===== config.mk =====
export PLATFORM = sky130hd
export DESIGN_NAME = lgam_mapper
export DESIGN_NICKNAME = d
export VERILOG_FILES = /design/src/common/lgam_pkg.sv /design/src/common/lgam_cs_if.sv /design/src/design/lgam_cs_stretch.sv /design/src/design/lgam_mapper.sv
export SDC_FILE = /design/constraint.sdc
export NUM_CORES = 1
export LEC_CHECK = 0
export BUFFER_PORTS_ARGS = -buffer_cell sky130_fd_sc_hd__buf_2
export CORE_UTILIZATION = 40
export DETAILED_ROUTE_END_ITERATION = 6
export SYNTH_ARGS = -nofsm -noshare
export SYNTH_HDL_FRONTEND = slang
export SYNTH_SLANG_ARGS = --single-unit

===== constraint.sdc =====
create_clock -name I_SYS_CLK -period 5.2 [get_ports I_SYS_CLK]
set_clock_uncertainty 0.05 [all_clocks]
set_input_delay 1.04 -clock I_SYS_CLK [delete_from_list [all_inputs] [get_ports I_SYS_CLK]]
set_output_delay 1.04 -clock I_SYS_CLK [all_outputs]
set_load 0.05 [all_outputs]

===== src/common/lgam_pkg.sv =====
// constants, register map and types of the local-to-global address mapper
// assumes a 32-bit Avalon-MM register bus with byte addresses
package lgam_pkg;

  // ************************************************************
  // address widths
  // ************************************************************
  localparam int LOCAL_AW = 16;
  localparam int GLOBAL_AW = 23;
  localparam int AVS_AW = 8;

  // ************************************************************
  // register indices (byte address is four times the index)
  // ************************************************************
  localparam logic [5:0] IDX_MAP_CONTROL_ZERO = 6'h0A;
  localparam logic [5:0] IDX_EXT_BUS_CONTROL_ZERO = 6'h0E;
  localparam logic [5:0] IDX_GLOBAL_PAGE = 6'h10;
  localparam logic [5:0] IDX_MAP_CONTROL_ONE = 6'h13;
  localparam logic [5:0] IDX_FLASH_WINDOW_PAGE = 6'h15;
  localparam logic [5:0] IDX_RAM_WINDOW_PAGE = 6'h16;
  localparam logic [5:0] IDX_MAP_STATUS = 6'h17;
  localparam logic [5:0] IDX_RESERVED_OLD_PAGE = 6'h30;

  // ************************************************************
  // field positions and reset values
  // ************************************************************
  localparam int FLASH_HIGH_MAP_POS = 1;
  localparam int RAM_HIGH_MAP_POS = 3;
  localparam int STAT_ALT_ACTIVE_POS = 0;
  localparam int STAT_ONCE_USED_POS = 1;
  localparam int STRETCH_CNT_W = 4;
  localparam logic [7:0] FLASH_WINDOW_PAGE_RST = 8'hFE;
  localparam logic [7:0] RAM_WINDOW_PAGE_RST = 8'hFD;
  localparam logic [7:0] GLOBAL_PAGE_RST = 8'h00;
  localparam logic [7:0] MAP_CONTROL_ONE_RST = 8'h00;
  localparam logic [7:0] MAP_CONTROL_ZERO_RST = 8'h00;
  localparam logic [7:0] EXT_BUS_CONTROL_ZERO_RST = 8'h00;

  // ************************************************************
  // memory map figures
  // ************************************************************
  localparam logic [7:0] FIXED_LOW_FLASH_PAGE = 8'hFD;
  localparam logic [7:0] FIXED_TOP_FLASH_PAGE = 8'hFF;
  localparam logic [GLOBAL_AW-1:0] FLASH_BASE = 23'h40_0000;
  localparam logic [GLOBAL_AW-1:0] FLASH_TOP = 23'h7F_FFFF;
  localparam logic [GLOBAL_AW-1:0] ALT_RAM_LOW_BASE = 23'h0F_A000;
  localparam logic [GLOBAL_AW-1:0] ALT_RAM_HIGH_BASE = 23'h0F_C000;
  localparam logic [GLOBAL_AW-1:0] FIXED_RAM_BASE = 23'h0F_E000;
  localparam logic [GLOBAL_AW-1:0] RAM_REGION_BASE = 23'h00_0000;

  // ************************************************************
  // types
  // ************************************************************
  typedef enum logic [1:0] {
    LGAM_STRETCH_NONE,
    LGAM_STRETCH_CNT_A,
    LGAM_STRETCH_CNT_B,
    LGAM_STRETCH_EXTERNAL_WAIT_INPUT
  } lgam_stretch_t;

  typedef enum logic [1:0] {
    LGAM_REG_OTHER,
    LGAM_REG_RAM,
    LGAM_REG_FLASH,
    LGAM_REG_GLOBAL
  } lgam_region_t;

endpackage


===== src/common/lgam_cs_if.sv =====
// bundle between the mapper core and one chip select stretch selector
// assumes both ends run on the system clock
`timescale 1ns/1ps
interface lgam_cs_if;
  import lgam_pkg::*;
  logic [1:0] sel;
  logic [STRETCH_CNT_W-1:0] cnt_a;
  logic [STRETCH_CNT_W-1:0] cnt_b;
  logic [STRETCH_CNT_W-1:0] cnt;
  logic wait_en;

  modport ctl (output sel, output cnt_a, output cnt_b, input cnt, input wait_en);
  modport selp (input sel, input cnt_a, input cnt_b, output cnt, output wait_en);
endinterface


===== src/design/lgam_cs_stretch.sv =====
// stretch source selection for one external chip select
// assumes sel and counts come from software registers in the same clock domain
`timescale 1ns/1ps
module lgam_cs_stretch (
  input wire logic i_clk,
  input wire logic i_resetn,
  lgam_cs_if.selp cs
);
  import lgam_pkg::*;

  lgam_stretch_t src;
  assign src = lgam_stretch_t'(cs.sel);

  always_ff @(posedge i_clk or negedge i_resetn) begin
    if (!i_resetn) begin
      cs.cnt <= '0;
      cs.wait_en <= 1'b0;
    end else begin
      unique case (src)
        LGAM_STRETCH_NONE: begin
          cs.cnt <= '0;
          cs.wait_en <= 1'b0;
        end
        LGAM_STRETCH_CNT_A: begin
          cs.cnt <= cs.cnt_a;
          cs.wait_en <= 1'b0;
        end
        LGAM_STRETCH_CNT_B: begin
          cs.cnt <= cs.cnt_b;
          cs.wait_en <= 1'b0;
        end
        LGAM_STRETCH_EXTERNAL_WAIT_INPUT: begin
          cs.cnt <= '0;
          cs.wait_en <= 1'b1;
        end
      endcase
    end
  end
endmodule


===== src/design/lgam_mapper.sv =====
// local-to-global address mapper with paging registers and chip select
// stretch selection, registers reached over Avalon-MM with waitrequest
// assumes the cpu address inputs are synchronous to I_SYS_CLK
//
// Overview of operation
// - flash occupies global 0x40_0000 to 0x7F_FFFF, at most 4 Mbytes
// - local 0x8000-0xBFFF reaches the 16K flash page named by the window page
// - flash pages are linear: page 0x00 at 0x40_0000, 16K per step to 0xFF
// - local 0x4000-0x7FFF maps to global flash 0x7F_4000, page register ignored
// - local 0xC000-0xFFFF always maps to global flash 0x7F_C000-0x7F_FFFF
// - window page 0xFD shows the same flash page fixed at local 0x4000
// - global accesses see one linear 8 Mbyte space through the global page
// - flash window page decodes at register index 0x15; index 0x30 is reserved
// - alternative ram mapping selection accepts one write after reset only
// - alternative mapping active only when ram and flash high map bits are set
// - alternative mapping sends local 0x4000-0x7FFF to ram 0x0F_C000-0x0F_FFFF
// - alternative mapping sends local 0x2000-0x3FFF to ram 0x0F_A000-0x0F_BFFF
// - ram window page resets to 0xFD; software may write 0xF9 for flat ram
// - with alternative mapping, flash page 0xFD stays reachable paged and global
// - each chip select picks count a, count b or external wait by two bits
// - global address top seven bits come from global page bits 6:0 on global accesses
// - local 0x1000-0x1FFF is a 4K ram window; 0x2000-0x3FFF is fixed ram
//
// Implementation choice: the Avalon-MM slave port.
`timescale 1ns/1ps
module lgam_mapper #(
  parameter int NUM_CS = 4
) (
  input wire logic I_SYS_CLK,
  input wire logic I_RESETN,
  input wire logic [lgam_pkg::AVS_AW-1:0] I_AVS_ADDRESS,
  input wire logic I_AVS_READ,
  input wire logic I_AVS_WRITE,
  input wire logic [31:0] I_AVS_WRITEDATA,
  input wire logic [3:0] I_AVS_BYTEENABLE,
  output logic [31:0] O_AVS_READDATA,
  output logic O_AVS_WAITREQUEST,
  input wire logic I_CPU_REQ,
  input wire logic I_CPU_GLOBAL,
  input wire logic [lgam_pkg::LOCAL_AW-1:0] I_CPU_ADDR,
  output logic O_GLOBAL_VALID,
  output logic [lgam_pkg::GLOBAL_AW-1:0] O_GLOBAL_ADDR,
  output logic [1:0] O_REGION,
  output logic O_ALT_MAP_ACTIVE,
  output logic [NUM_CS*lgam_pkg::STRETCH_CNT_W-1:0] O_CS_STRETCH_CNT,
  output logic [NUM_CS-1:0] O_CS_WAIT_EN
);
  import lgam_pkg::*;

  // ************************************************************
  // parameter check
  // ************************************************************
  // each chip select takes two selector bits of one 8-bit control register
  if (NUM_CS < 1 || NUM_CS > 4) begin : g_bad_cs
    $error("NUM_CS must lie between 1 and 4");
  end

  // both stretch counts share one 8-bit control register
  if (2 * STRETCH_CNT_W > 8) begin : g_bad_cnt_w
    $error("two stretch counts must fit in one byte");
  end

  // the translation concatenations are laid out for these widths
  if (LOCAL_AW != 16 || GLOBAL_AW != 23) begin : g_bad_aw
    $error("address widths must be 16 local and 23 global");
  end

  // the register index is taken from address bits 7:2
  if (AVS_AW != 8) begin : g_bad_avs_aw
    $error("register bus address must be 8 bits wide");
  end

  // ************************************************************
  // registers
  // ************************************************************
  logic [7:0] flash_window_page_r;
  logic [7:0] ram_window_page_r;
  logic [7:0] global_page_r;
  logic [7:0] map_control_one_r;
  logic [7:0] map_control_zero_r;
  logic [7:0] ext_bus_control_zero_r;
  logic ram_map_once_used_r;
  logic alt_map_active;

  // ************************************************************
  // avalon slave handshake
  // ************************************************************
  logic waitreq_r;
  logic req;
  logic take;
  logic wr_take;
  logic [5:0] idx;
  logic [7:0] rd_byte;

  assign req = I_AVS_READ | I_AVS_WRITE;
  // one wait cycle: data is prepared while waitrequest is high
  assign take = req & ~waitreq_r;
  assign wr_take = take & I_AVS_WRITE & I_AVS_BYTEENABLE[0];
  assign idx = I_AVS_ADDRESS[7:2];

  always_ff @(posedge I_SYS_CLK or negedge I_RESETN) begin
    if (!I_RESETN) begin
      waitreq_r <= 1'b1;
    end else begin
      waitreq_r <= ~(req & waitreq_r);
    end
  end

  assign O_AVS_WAITREQUEST = waitreq_r;

  // ************************************************************
  // read decode
  // ************************************************************
  always_comb begin
    rd_byte = 8'h00;
    unique case (idx)
      IDX_FLASH_WINDOW_PAGE: begin
        rd_byte = flash_window_page_r;
      end
      IDX_RAM_WINDOW_PAGE: begin
        rd_byte = ram_window_page_r;
      end
      IDX_GLOBAL_PAGE: begin
        rd_byte = global_page_r;
      end
      IDX_MAP_CONTROL_ONE: begin
        rd_byte = map_control_one_r;
      end
      IDX_MAP_CONTROL_ZERO: begin
        rd_byte = map_control_zero_r;
      end
      IDX_EXT_BUS_CONTROL_ZERO: begin
        rd_byte = ext_bus_control_zero_r;
      end
      IDX_MAP_STATUS: begin
        rd_byte[STAT_ALT_ACTIVE_POS] = alt_map_active;
        rd_byte[STAT_ONCE_USED_POS] = ram_map_once_used_r;
      end
      default: begin
        // reserved index 0x30 and all unmapped words read as zero
        rd_byte = 8'h00;
      end
    endcase
  end

  // captured in the wait cycle so the data stands at the answer edge
  always_ff @(posedge I_SYS_CLK or negedge I_RESETN) begin
    if (!I_RESETN) begin
      O_AVS_READDATA <= 32'h0000_0000;
    end else if (req & waitreq_r & I_AVS_READ) begin
      O_AVS_READDATA <= {24'h00_0000, rd_byte};
    end
  end

  // ************************************************************
  // paging registers
  // ************************************************************
  always_ff @(posedge I_SYS_CLK or negedge I_RESETN) begin
    if (!I_RESETN) begin
      flash_window_page_r <= FLASH_WINDOW_PAGE_RST;
    end else if (wr_take && idx == IDX_FLASH_WINDOW_PAGE) begin
      flash_window_page_r <= I_AVS_WRITEDATA[7:0];
    end
  end

  always_ff @(posedge I_SYS_CLK or negedge I_RESETN) begin
    if (!I_RESETN) begin
      ram_window_page_r <= RAM_WINDOW_PAGE_RST;
    end else if (wr_take && idx == IDX_RAM_WINDOW_PAGE) begin
      ram_window_page_r <= I_AVS_WRITEDATA[7:0];
    end
  end

  always_ff @(posedge I_SYS_CLK or negedge I_RESETN) begin
    if (!I_RESETN) begin
      global_page_r <= GLOBAL_PAGE_RST;
    end else if (wr_take && idx == IDX_GLOBAL_PAGE) begin
      global_page_r <= I_AVS_WRITEDATA[7:0];
    end
  end

  // ************************************************************
  // map control registers
  // ************************************************************
  // the first write after reset, of any value, locks the ram high map bit
  always_ff @(posedge I_SYS_CLK or negedge I_RESETN) begin
    if (!I_RESETN) begin
      ram_map_once_used_r <= 1'b0;
    end else if (wr_take && idx == IDX_MAP_CONTROL_ONE) begin
      ram_map_once_used_r <= 1'b1;
    end
  end

  // the ram high map bit takes only the first write after reset
  always_ff @(posedge I_SYS_CLK or negedge I_RESETN) begin
    if (!I_RESETN) begin
      map_control_one_r <= MAP_CONTROL_ONE_RST;
    end else if (wr_take && idx == IDX_MAP_CONTROL_ONE) begin
      for (int b = 0; b < 8; b++) begin
        if (b != RAM_HIGH_MAP_POS || !ram_map_once_used_r) begin
          map_control_one_r[b] <= I_AVS_WRITEDATA[b];
        end
      end
    end
  end

  always_ff @(posedge I_SYS_CLK or negedge I_RESETN) begin
    if (!I_RESETN) begin
      map_control_zero_r <= MAP_CONTROL_ZERO_RST;
    end else if (wr_take && idx == IDX_MAP_CONTROL_ZERO) begin
      map_control_zero_r <= I_AVS_WRITEDATA[7:0];
    end
  end

  always_ff @(posedge I_SYS_CLK or negedge I_RESETN) begin
    if (!I_RESETN) begin
      ext_bus_control_zero_r <= EXT_BUS_CONTROL_ZERO_RST;
    end else if (wr_take && idx == IDX_EXT_BUS_CONTROL_ZERO) begin
      ext_bus_control_zero_r <= I_AVS_WRITEDATA[7:0];
    end
  end

  assign alt_map_active = map_control_one_r[RAM_HIGH_MAP_POS]
                        & map_control_one_r[FLASH_HIGH_MAP_POS];

  // ************************************************************
  // address translation
  // ************************************************************
  logic [GLOBAL_AW-1:0] gaddr_nxt;
  logic [1:0] region_nxt;
  logic [GLOBAL_AW-1:0] flash_off;
  logic [1:0] local_win;

  // flash page p starts at 0x40_0000 + p * 16K
  function automatic logic [GLOBAL_AW-1:0] flash_addr(
    input logic [7:0] page,
    input logic [13:0] off
  );
    flash_addr = FLASH_BASE | {1'b0, page, off};
  endfunction

  assign flash_off = flash_addr(flash_window_page_r, I_CPU_ADDR[13:0]);

  // which 16K quarter of the local map is addressed
  assign local_win = I_CPU_ADDR[15:14];

  always_comb begin
    // below the ram window the local address passes through unchanged
    gaddr_nxt = {7'h00, I_CPU_ADDR};
    region_nxt = LGAM_REG_OTHER;
    if (I_CPU_GLOBAL) begin
      // bit 7 of the global page is dropped: the global space is 8 Mbytes
      gaddr_nxt = {global_page_r[6:0], I_CPU_ADDR};
      region_nxt = LGAM_REG_GLOBAL;
    end else begin
      unique case (local_win)
        2'b00: begin
          if (I_CPU_ADDR[13]) begin
            region_nxt = LGAM_REG_RAM;
            if (alt_map_active) begin
              gaddr_nxt = ALT_RAM_LOW_BASE | {10'h000, I_CPU_ADDR[12:0]};
            end else begin
              gaddr_nxt = FIXED_RAM_BASE | {10'h000, I_CPU_ADDR[12:0]};
            end
          end else if (I_CPU_ADDR[12]) begin
            region_nxt = LGAM_REG_RAM;
            gaddr_nxt = RAM_REGION_BASE
                      | {3'b000, ram_window_page_r, I_CPU_ADDR[11:0]};
          end
        end
        2'b01: begin
          if (alt_map_active) begin
            region_nxt = LGAM_REG_RAM;
            gaddr_nxt = ALT_RAM_HIGH_BASE | {9'h000, I_CPU_ADDR[13:0]};
          end else begin
            region_nxt = LGAM_REG_FLASH;
            gaddr_nxt = flash_addr(FIXED_LOW_FLASH_PAGE, I_CPU_ADDR[13:0]);
          end
        end
        2'b10: begin
          region_nxt = LGAM_REG_FLASH;
          // page 0xFD lands on the fixed low page, also with alternative mapping
          gaddr_nxt = flash_off;
        end
        2'b11: begin
          region_nxt = LGAM_REG_FLASH;
          gaddr_nxt = flash_addr(FIXED_TOP_FLASH_PAGE, I_CPU_ADDR[13:0]);
        end
      endcase
    end
  end

  // valid follows each request cycle by one edge
  always_ff @(posedge I_SYS_CLK or negedge I_RESETN) begin
    if (!I_RESETN) begin
      O_GLOBAL_VALID <= 1'b0;
    end else begin
      O_GLOBAL_VALID <= I_CPU_REQ;
    end
  end

  // address and region hold between requests
  always_ff @(posedge I_SYS_CLK or negedge I_RESETN) begin
    if (!I_RESETN) begin
      O_GLOBAL_ADDR <= '0;
    end else if (I_CPU_REQ) begin
      O_GLOBAL_ADDR <= gaddr_nxt;
    end
  end

  always_ff @(posedge I_SYS_CLK or negedge I_RESETN) begin
    if (!I_RESETN) begin
      O_REGION <= LGAM_REG_OTHER;
    end else if (I_CPU_REQ) begin
      O_REGION <= region_nxt;
    end
  end

  always_ff @(posedge I_SYS_CLK or negedge I_RESETN) begin
    if (!I_RESETN) begin
      O_ALT_MAP_ACTIVE <= 1'b0;
    end else begin
      O_ALT_MAP_ACTIVE <= alt_map_active;
    end
  end

  // ************************************************************
  // chip select stretch selection
  // ************************************************************
  // all chip selects share both counts; two selector bits each choose
  lgam_cs_if cs_if[NUM_CS] ();

  for (genvar g = 0; g < NUM_CS; g++) begin : g_cs
    assign cs_if[g].sel = map_control_zero_r[2*g+1:2*g];
    assign cs_if[g].cnt_a = ext_bus_control_zero_r[STRETCH_CNT_W-1:0];
    assign cs_if[g].cnt_b = ext_bus_control_zero_r[2*STRETCH_CNT_W-1:STRETCH_CNT_W];
    lgam_cs_stretch u_sel (
      .i_clk(I_SYS_CLK),
      .i_resetn(I_RESETN),
      .cs(cs_if[g])
    );
    assign O_CS_STRETCH_CNT[g*STRETCH_CNT_W +: STRETCH_CNT_W] = cs_if[g].cnt;
    assign O_CS_WAIT_EN[g] = cs_if[g].wait_en;
  end

endmodule


* Word-level counts from Yosys, hierarchy flattened
Index checks and enable logic that the tools add are counted.
** Word-level totals
- Bits in registers :: 105
- Bits of input ports :: 66
- Output and inout bits :: 80
** Operators by class
- Equality and inequality tests :: 22
- Multiplexer cells :: 21
- Bitwise gates (word level) :: 10
- Reductions and logical operators :: 21
** Operator list (number)
- $pmux W23 S4 :: 1
- $mux W23 :: 3
- $pmux W4 S3 :: 4
- $pmux W6 S6 :: 1
- $eq A6 B5 Y1 const B :: 5
- $eq A2 B2 Y1 const B :: 10
- $mux W20 :: 1
- $mux W15 :: 1
- $pmux W2 S7 :: 1
- $eq A6 B4 Y1 const B :: 2
- $reduce_or A3 Y1 :: 4
- $eq A2 B1 Y1 const B :: 5
- $logic_not A2 Y1 :: 5
- $reduce_or A2 Y1 :: 5
- $pmux W1 S2 :: 4
- $and A1 B1 Y1 :: 6
- $logic_and A1 B1 Y1 :: 6
- $pmux W2 S3 :: 1
- $mux W2 :: 2
- $not A1 Y1 :: 3
- $mux W1 :: 2
- $reduce_and A2 Y1 :: 1
- $or A1 B1 Y1 :: 1

* Logic depth before layout (Yosys ltp)
- Word-level depth :: 6
- Depth in mapped cells :: 7
- Mapped depth without buffers :: 5

* Hierarchy
A second synthesis with hierarchy kept.
** Second synthesis, totals
- Cell total of the unflattened synthesis :: 392
- Area total of the unflattened synthesis :: 4860.9 sq um
** By module, submodules not included
- lgam_mapper :: instances 1, cells each 344, area an instance 4115.2 sq um, seq. area each 2145.8 sq um
- lgam_cs_stretch :: instances 4, cells each 12, area an instance 186.4 sq um, seq. area each 125.1 sq um

* Worst setup path after synthesis
No wires, ideal clock.
- Path kind :: input port to flip-flop
- Start point :: input port I_AVS_ADDRESS[4] in the netlist's numbering
- End point :: register global_page_r[0]
- Data arrival time :: 2.639 ns
- Required time :: 5.025 ns
- Slack :: 2.386 ns
- Stages on the path :: 5
- Path through :: buf_6 > or4b_4 > or4_4 > buf_6 > mux2_4
** Between the ends
- Longest elaborated chain between the ends :: 2
** RTL lines
- from (decl) :: RTL line lgam_mapper.sv:31 : input wire logic [lgam_pkg::AVS_AW-1:0] I_AVS_ADDRESS,
- $eq A6 B5 Y1 :: RTL line lgam_mapper.sv:177 : end else if (wr_take && idx == IDX_GLOBAL_PAGE) begin
- $logic_and A1 B1 Y1 :: RTL line lgam_mapper.sv:177
- to (signal assigned) :: RTL line lgam_mapper.sv:178 : global_page_r <= I_AVS_WRITEDATA[7:0];
- to (decl) :: RTL line lgam_mapper.sv:78 : logic [7:0] global_page_r;
No other way between the ends.
A chain may end at the register's enable or synchronous reset.

* Worst setup path in the final report
- Start point :: input port I_AVS_ADDRESS[3] in the netlist's numbering
- End point :: register map_control_zero_r[4]
** Between the ends
- Longest elaborated chain between the ends :: 2
** RTL lines
- $eq A6 B4 Y1 :: RTL line lgam_mapper.sv:210 : end else if (wr_take && idx == IDX_MAP_CONTROL_ZERO) begin
- $logic_and A1 B1 Y1 :: RTL line lgam_mapper.sv:210
- to (signal assigned) :: RTL line lgam_mapper.sv:211 : map_control_zero_r <= I_AVS_WRITEDATA[7:0];
- to (decl) :: RTL line lgam_mapper.sv:80 : logic [7:0] map_control_zero_r;
No other way between the ends.

==> flow_summary.toml <==
[status]
status = "complete, but fails checks"
violations = "DRC"

[final_layout]
drive_above_1_share_pct = 39.2
final_cell_mix = "buf_2, dfrtp_1, mux2_2, conb_1, a22o_1"
nets = 553
seq_area_um2 = 2650
layout_commonest_cell = "buf_2"
area_delta_synth_final_pct = 16.0
num-fill-cells = 1088
insertedDiodeCount = 0
stdcell_area_um2 = 5650
multi_input_area_um2 = 1950

[sta]
rsz0062_at_grt = "no"
fmax_ghz = 0.358
setup_tns_ns = 0
setup_viol = 0
worstMarginPinSlew_ns = 1.15
slew_violations = 0
min_period_ns = 2.79
finalCritPeriodShare_pct = 53.7
slew_headroom_pct = 21.9
finalHoldViolations = 0

[worst_setup_path]
cp.buffers_inverters = 1
critical-path-top-delay-family = "simple AND/OR/NAND/NOR gates"
cp_max_fo = 13
end_kind = "flip-flop"
critPathKind = "input port to flip-flop"
slowest_stage = "nor4_2"
arrival_ns = 2.98
start_kind = "input port"
cp.required_ns = 5.39
worst_path_largest_cell_delay_ns = 0.96
crit_path_cell_trace = "buf_2 -> nand4bb_1 -> nor4_2 -> mux2_2"

[logic_synthesis]
ys_ff_latch = 105
synth_largest_area_cell = "dfrtp_1"
ys.flop_type = "dfrtp_1"
syn_area_um2 = 4870
syn_inst = 407
synth_warnings = 0
ys_top_cells_by_area = "dfrtp_1, mux2_2, dfstp_2"
synth_top_area_share_pct = 46.3
synthArstFlopShare_pct = 100
ys_seq_area_share_pct = 54.4
synth-edff-count = 0
ys_types = 52
syn_area_per_cell_um2 = 12.0

[cts]
cts_setup_buffers = 0
clk_path_buf_depth = 2
post_cts_resize_count = 0
clk_pin_slew_ns = 0.07
root_buffer = "clkbuf_16"
clock_latency_ns = 0.35
cts_tree = "built"
numCtsBuffers = 9
hold_buffers = 0
htreeDepth = 3
clock-sinks = 105

[detailed_routing]
wl_per_cell_um = 17.6
drt-total-wl_um = 11200
antenna_left = 0
viasPerCell = 5.41
vias = 3435
drtIter0Drc = 184
drc = 6
firstDrtPassIters = 7

[global_route]
antenna_found_initial = 0
grt_use_met2_pct = 30.2
grt_pass1_vias = 3488
grt_use_total_pct = 18.9
grt.busiest_layer = "met2"
grt_max_degree = 80
grt_pass1_wl_um = 18400
grt_util_met3_pct = 2.81
overflow = 0
grtUsageMet1_pct = 25.8

[placed_design]
dpl.hpwl_um = 8110
gp_congestion = 0.808
portBuffers = 92
placed_area_um2 = 5320

[die]
die_width_um = 112
placementRows = 39
ios = 146
dieArea_um2 = 12600
fp.dieH_um = 112
core_um2 = 11700
start_util_pct = 41.7

[power]
power.leakage_uw = 0.00272
p_per_area_nw_per_um2 = 349
irDropWorstVdd_v = 0.000177

[run]
cap_violations = 0

[hold_path]
hp-class = "flip-flop to flip-flop"
-- per-stage QoR --
stage	utilization (%)	setup WS (ns)	std cells	power, uW	hold WS [ns]
after global routing	48.4	2.25	635	2050	0.461
final	48.4	2.41	635	1970	0.431
after detailed placement	45.6	2.06	619	1250	0.416
after CTS	48.4	2.41	635	1990	0.439
after global placement	45.6	2.14	619	1240	0.413
after floorplan	-	2.39	430	1160	0.407
-- final timing paths --
check / start / end / slack, ns / depth (start not counted)
max: I_AVS_ADDRESS[3] / map_control_zero_r[4] / 2.41 / 4
min: O_GLOBAL_ADDR[21] / O_GLOBAL_ADDR[21] / 0.43 / 1
max reg2reg: O_AVS_WAITREQUEST / map_control_zero_r[4] / 3.01 / 3
min reg2reg: O_GLOBAL_ADDR[21] / O_GLOBAL_ADDR[21] / 0.43 / 1
max in group asynchronous: I_RESETN / flash_window_page_r[2] / 3.30 / 2
min in group asynchronous: I_RESETN / g_cs[0].u_sel.cs.wait_en / 0.79 / 1
-- where the power goes --
group | internal (uW) | switching, uW
Combinational | 79.9 | 239
Clock | 436 | 307
Sequential | 871 | 37.5
Total | 1390 | 584
-- layer usage --
layer | wire length [um] | part of all wire [%]
met5 | 0 | 0
met2 | 5420 | 49
met1 | 5020 | 45
met4 | 243 | 2.2
met3 | 488 | 4.4
-- cell families after synthesis --
kind of cell | Yosys count | synth area share, %
buf+inv | 63 | 7.40
simple gates | 83 | 10.1
flops | 105 | 54.4
mux | 59 | 14.3
other cells | 1 | 0.0770
compound gates | 96 | 13.8
-- synthesized netlist by cell type, drive strengths merged, types with 2 or more instances --
library cell,count
a211oi,6
a21oi,12
a221oi,6
a22o,18
a22oi,11
a31oi,15
a32oi,2
and2,6
and3,6
buf,36
clkbuf,14
dfrtp,90
dfstp,15
inv,13
mux2,59
nand2,13
nand2b,2
nor2,17
nor2b,11
nor3,8
nor4,3
nor4b,3
o21a,2
o21ai,13
o22ai,4
o311ai,2
or3,2
or4,2
-- final cells by class --
type | count | share of cell area [%]
clock buffers | 10 | 4.23
clock inverters | 6 | 1.62
inverters | 13 | 0.864
multi-input cells | 262 | 34.5
flip-flops and latches | 105 | 46.9
well taps | 143 | 3.17
repair buffers | 96 | 8.73
-- registers in the layout, indices dropped and copies added (netlist names), 8 cells and up --
| signal | cells |
|---|---|
| map_control_one_r | 8 |
| ext_bus_control_zero_r | 8 |
| g_cs.u_sel.cs.cnt | 16 |
| map_control_zero_r | 8 |
| O_AVS_READDATA | 8 |
| global_page_r | 8 |
| flash_window_page_r | 8 |
| ram_window_page_r | 8 |
| O_GLOBAL_ADDR | 23 |
Note: power is estimated with default switching activity, not from simulation.
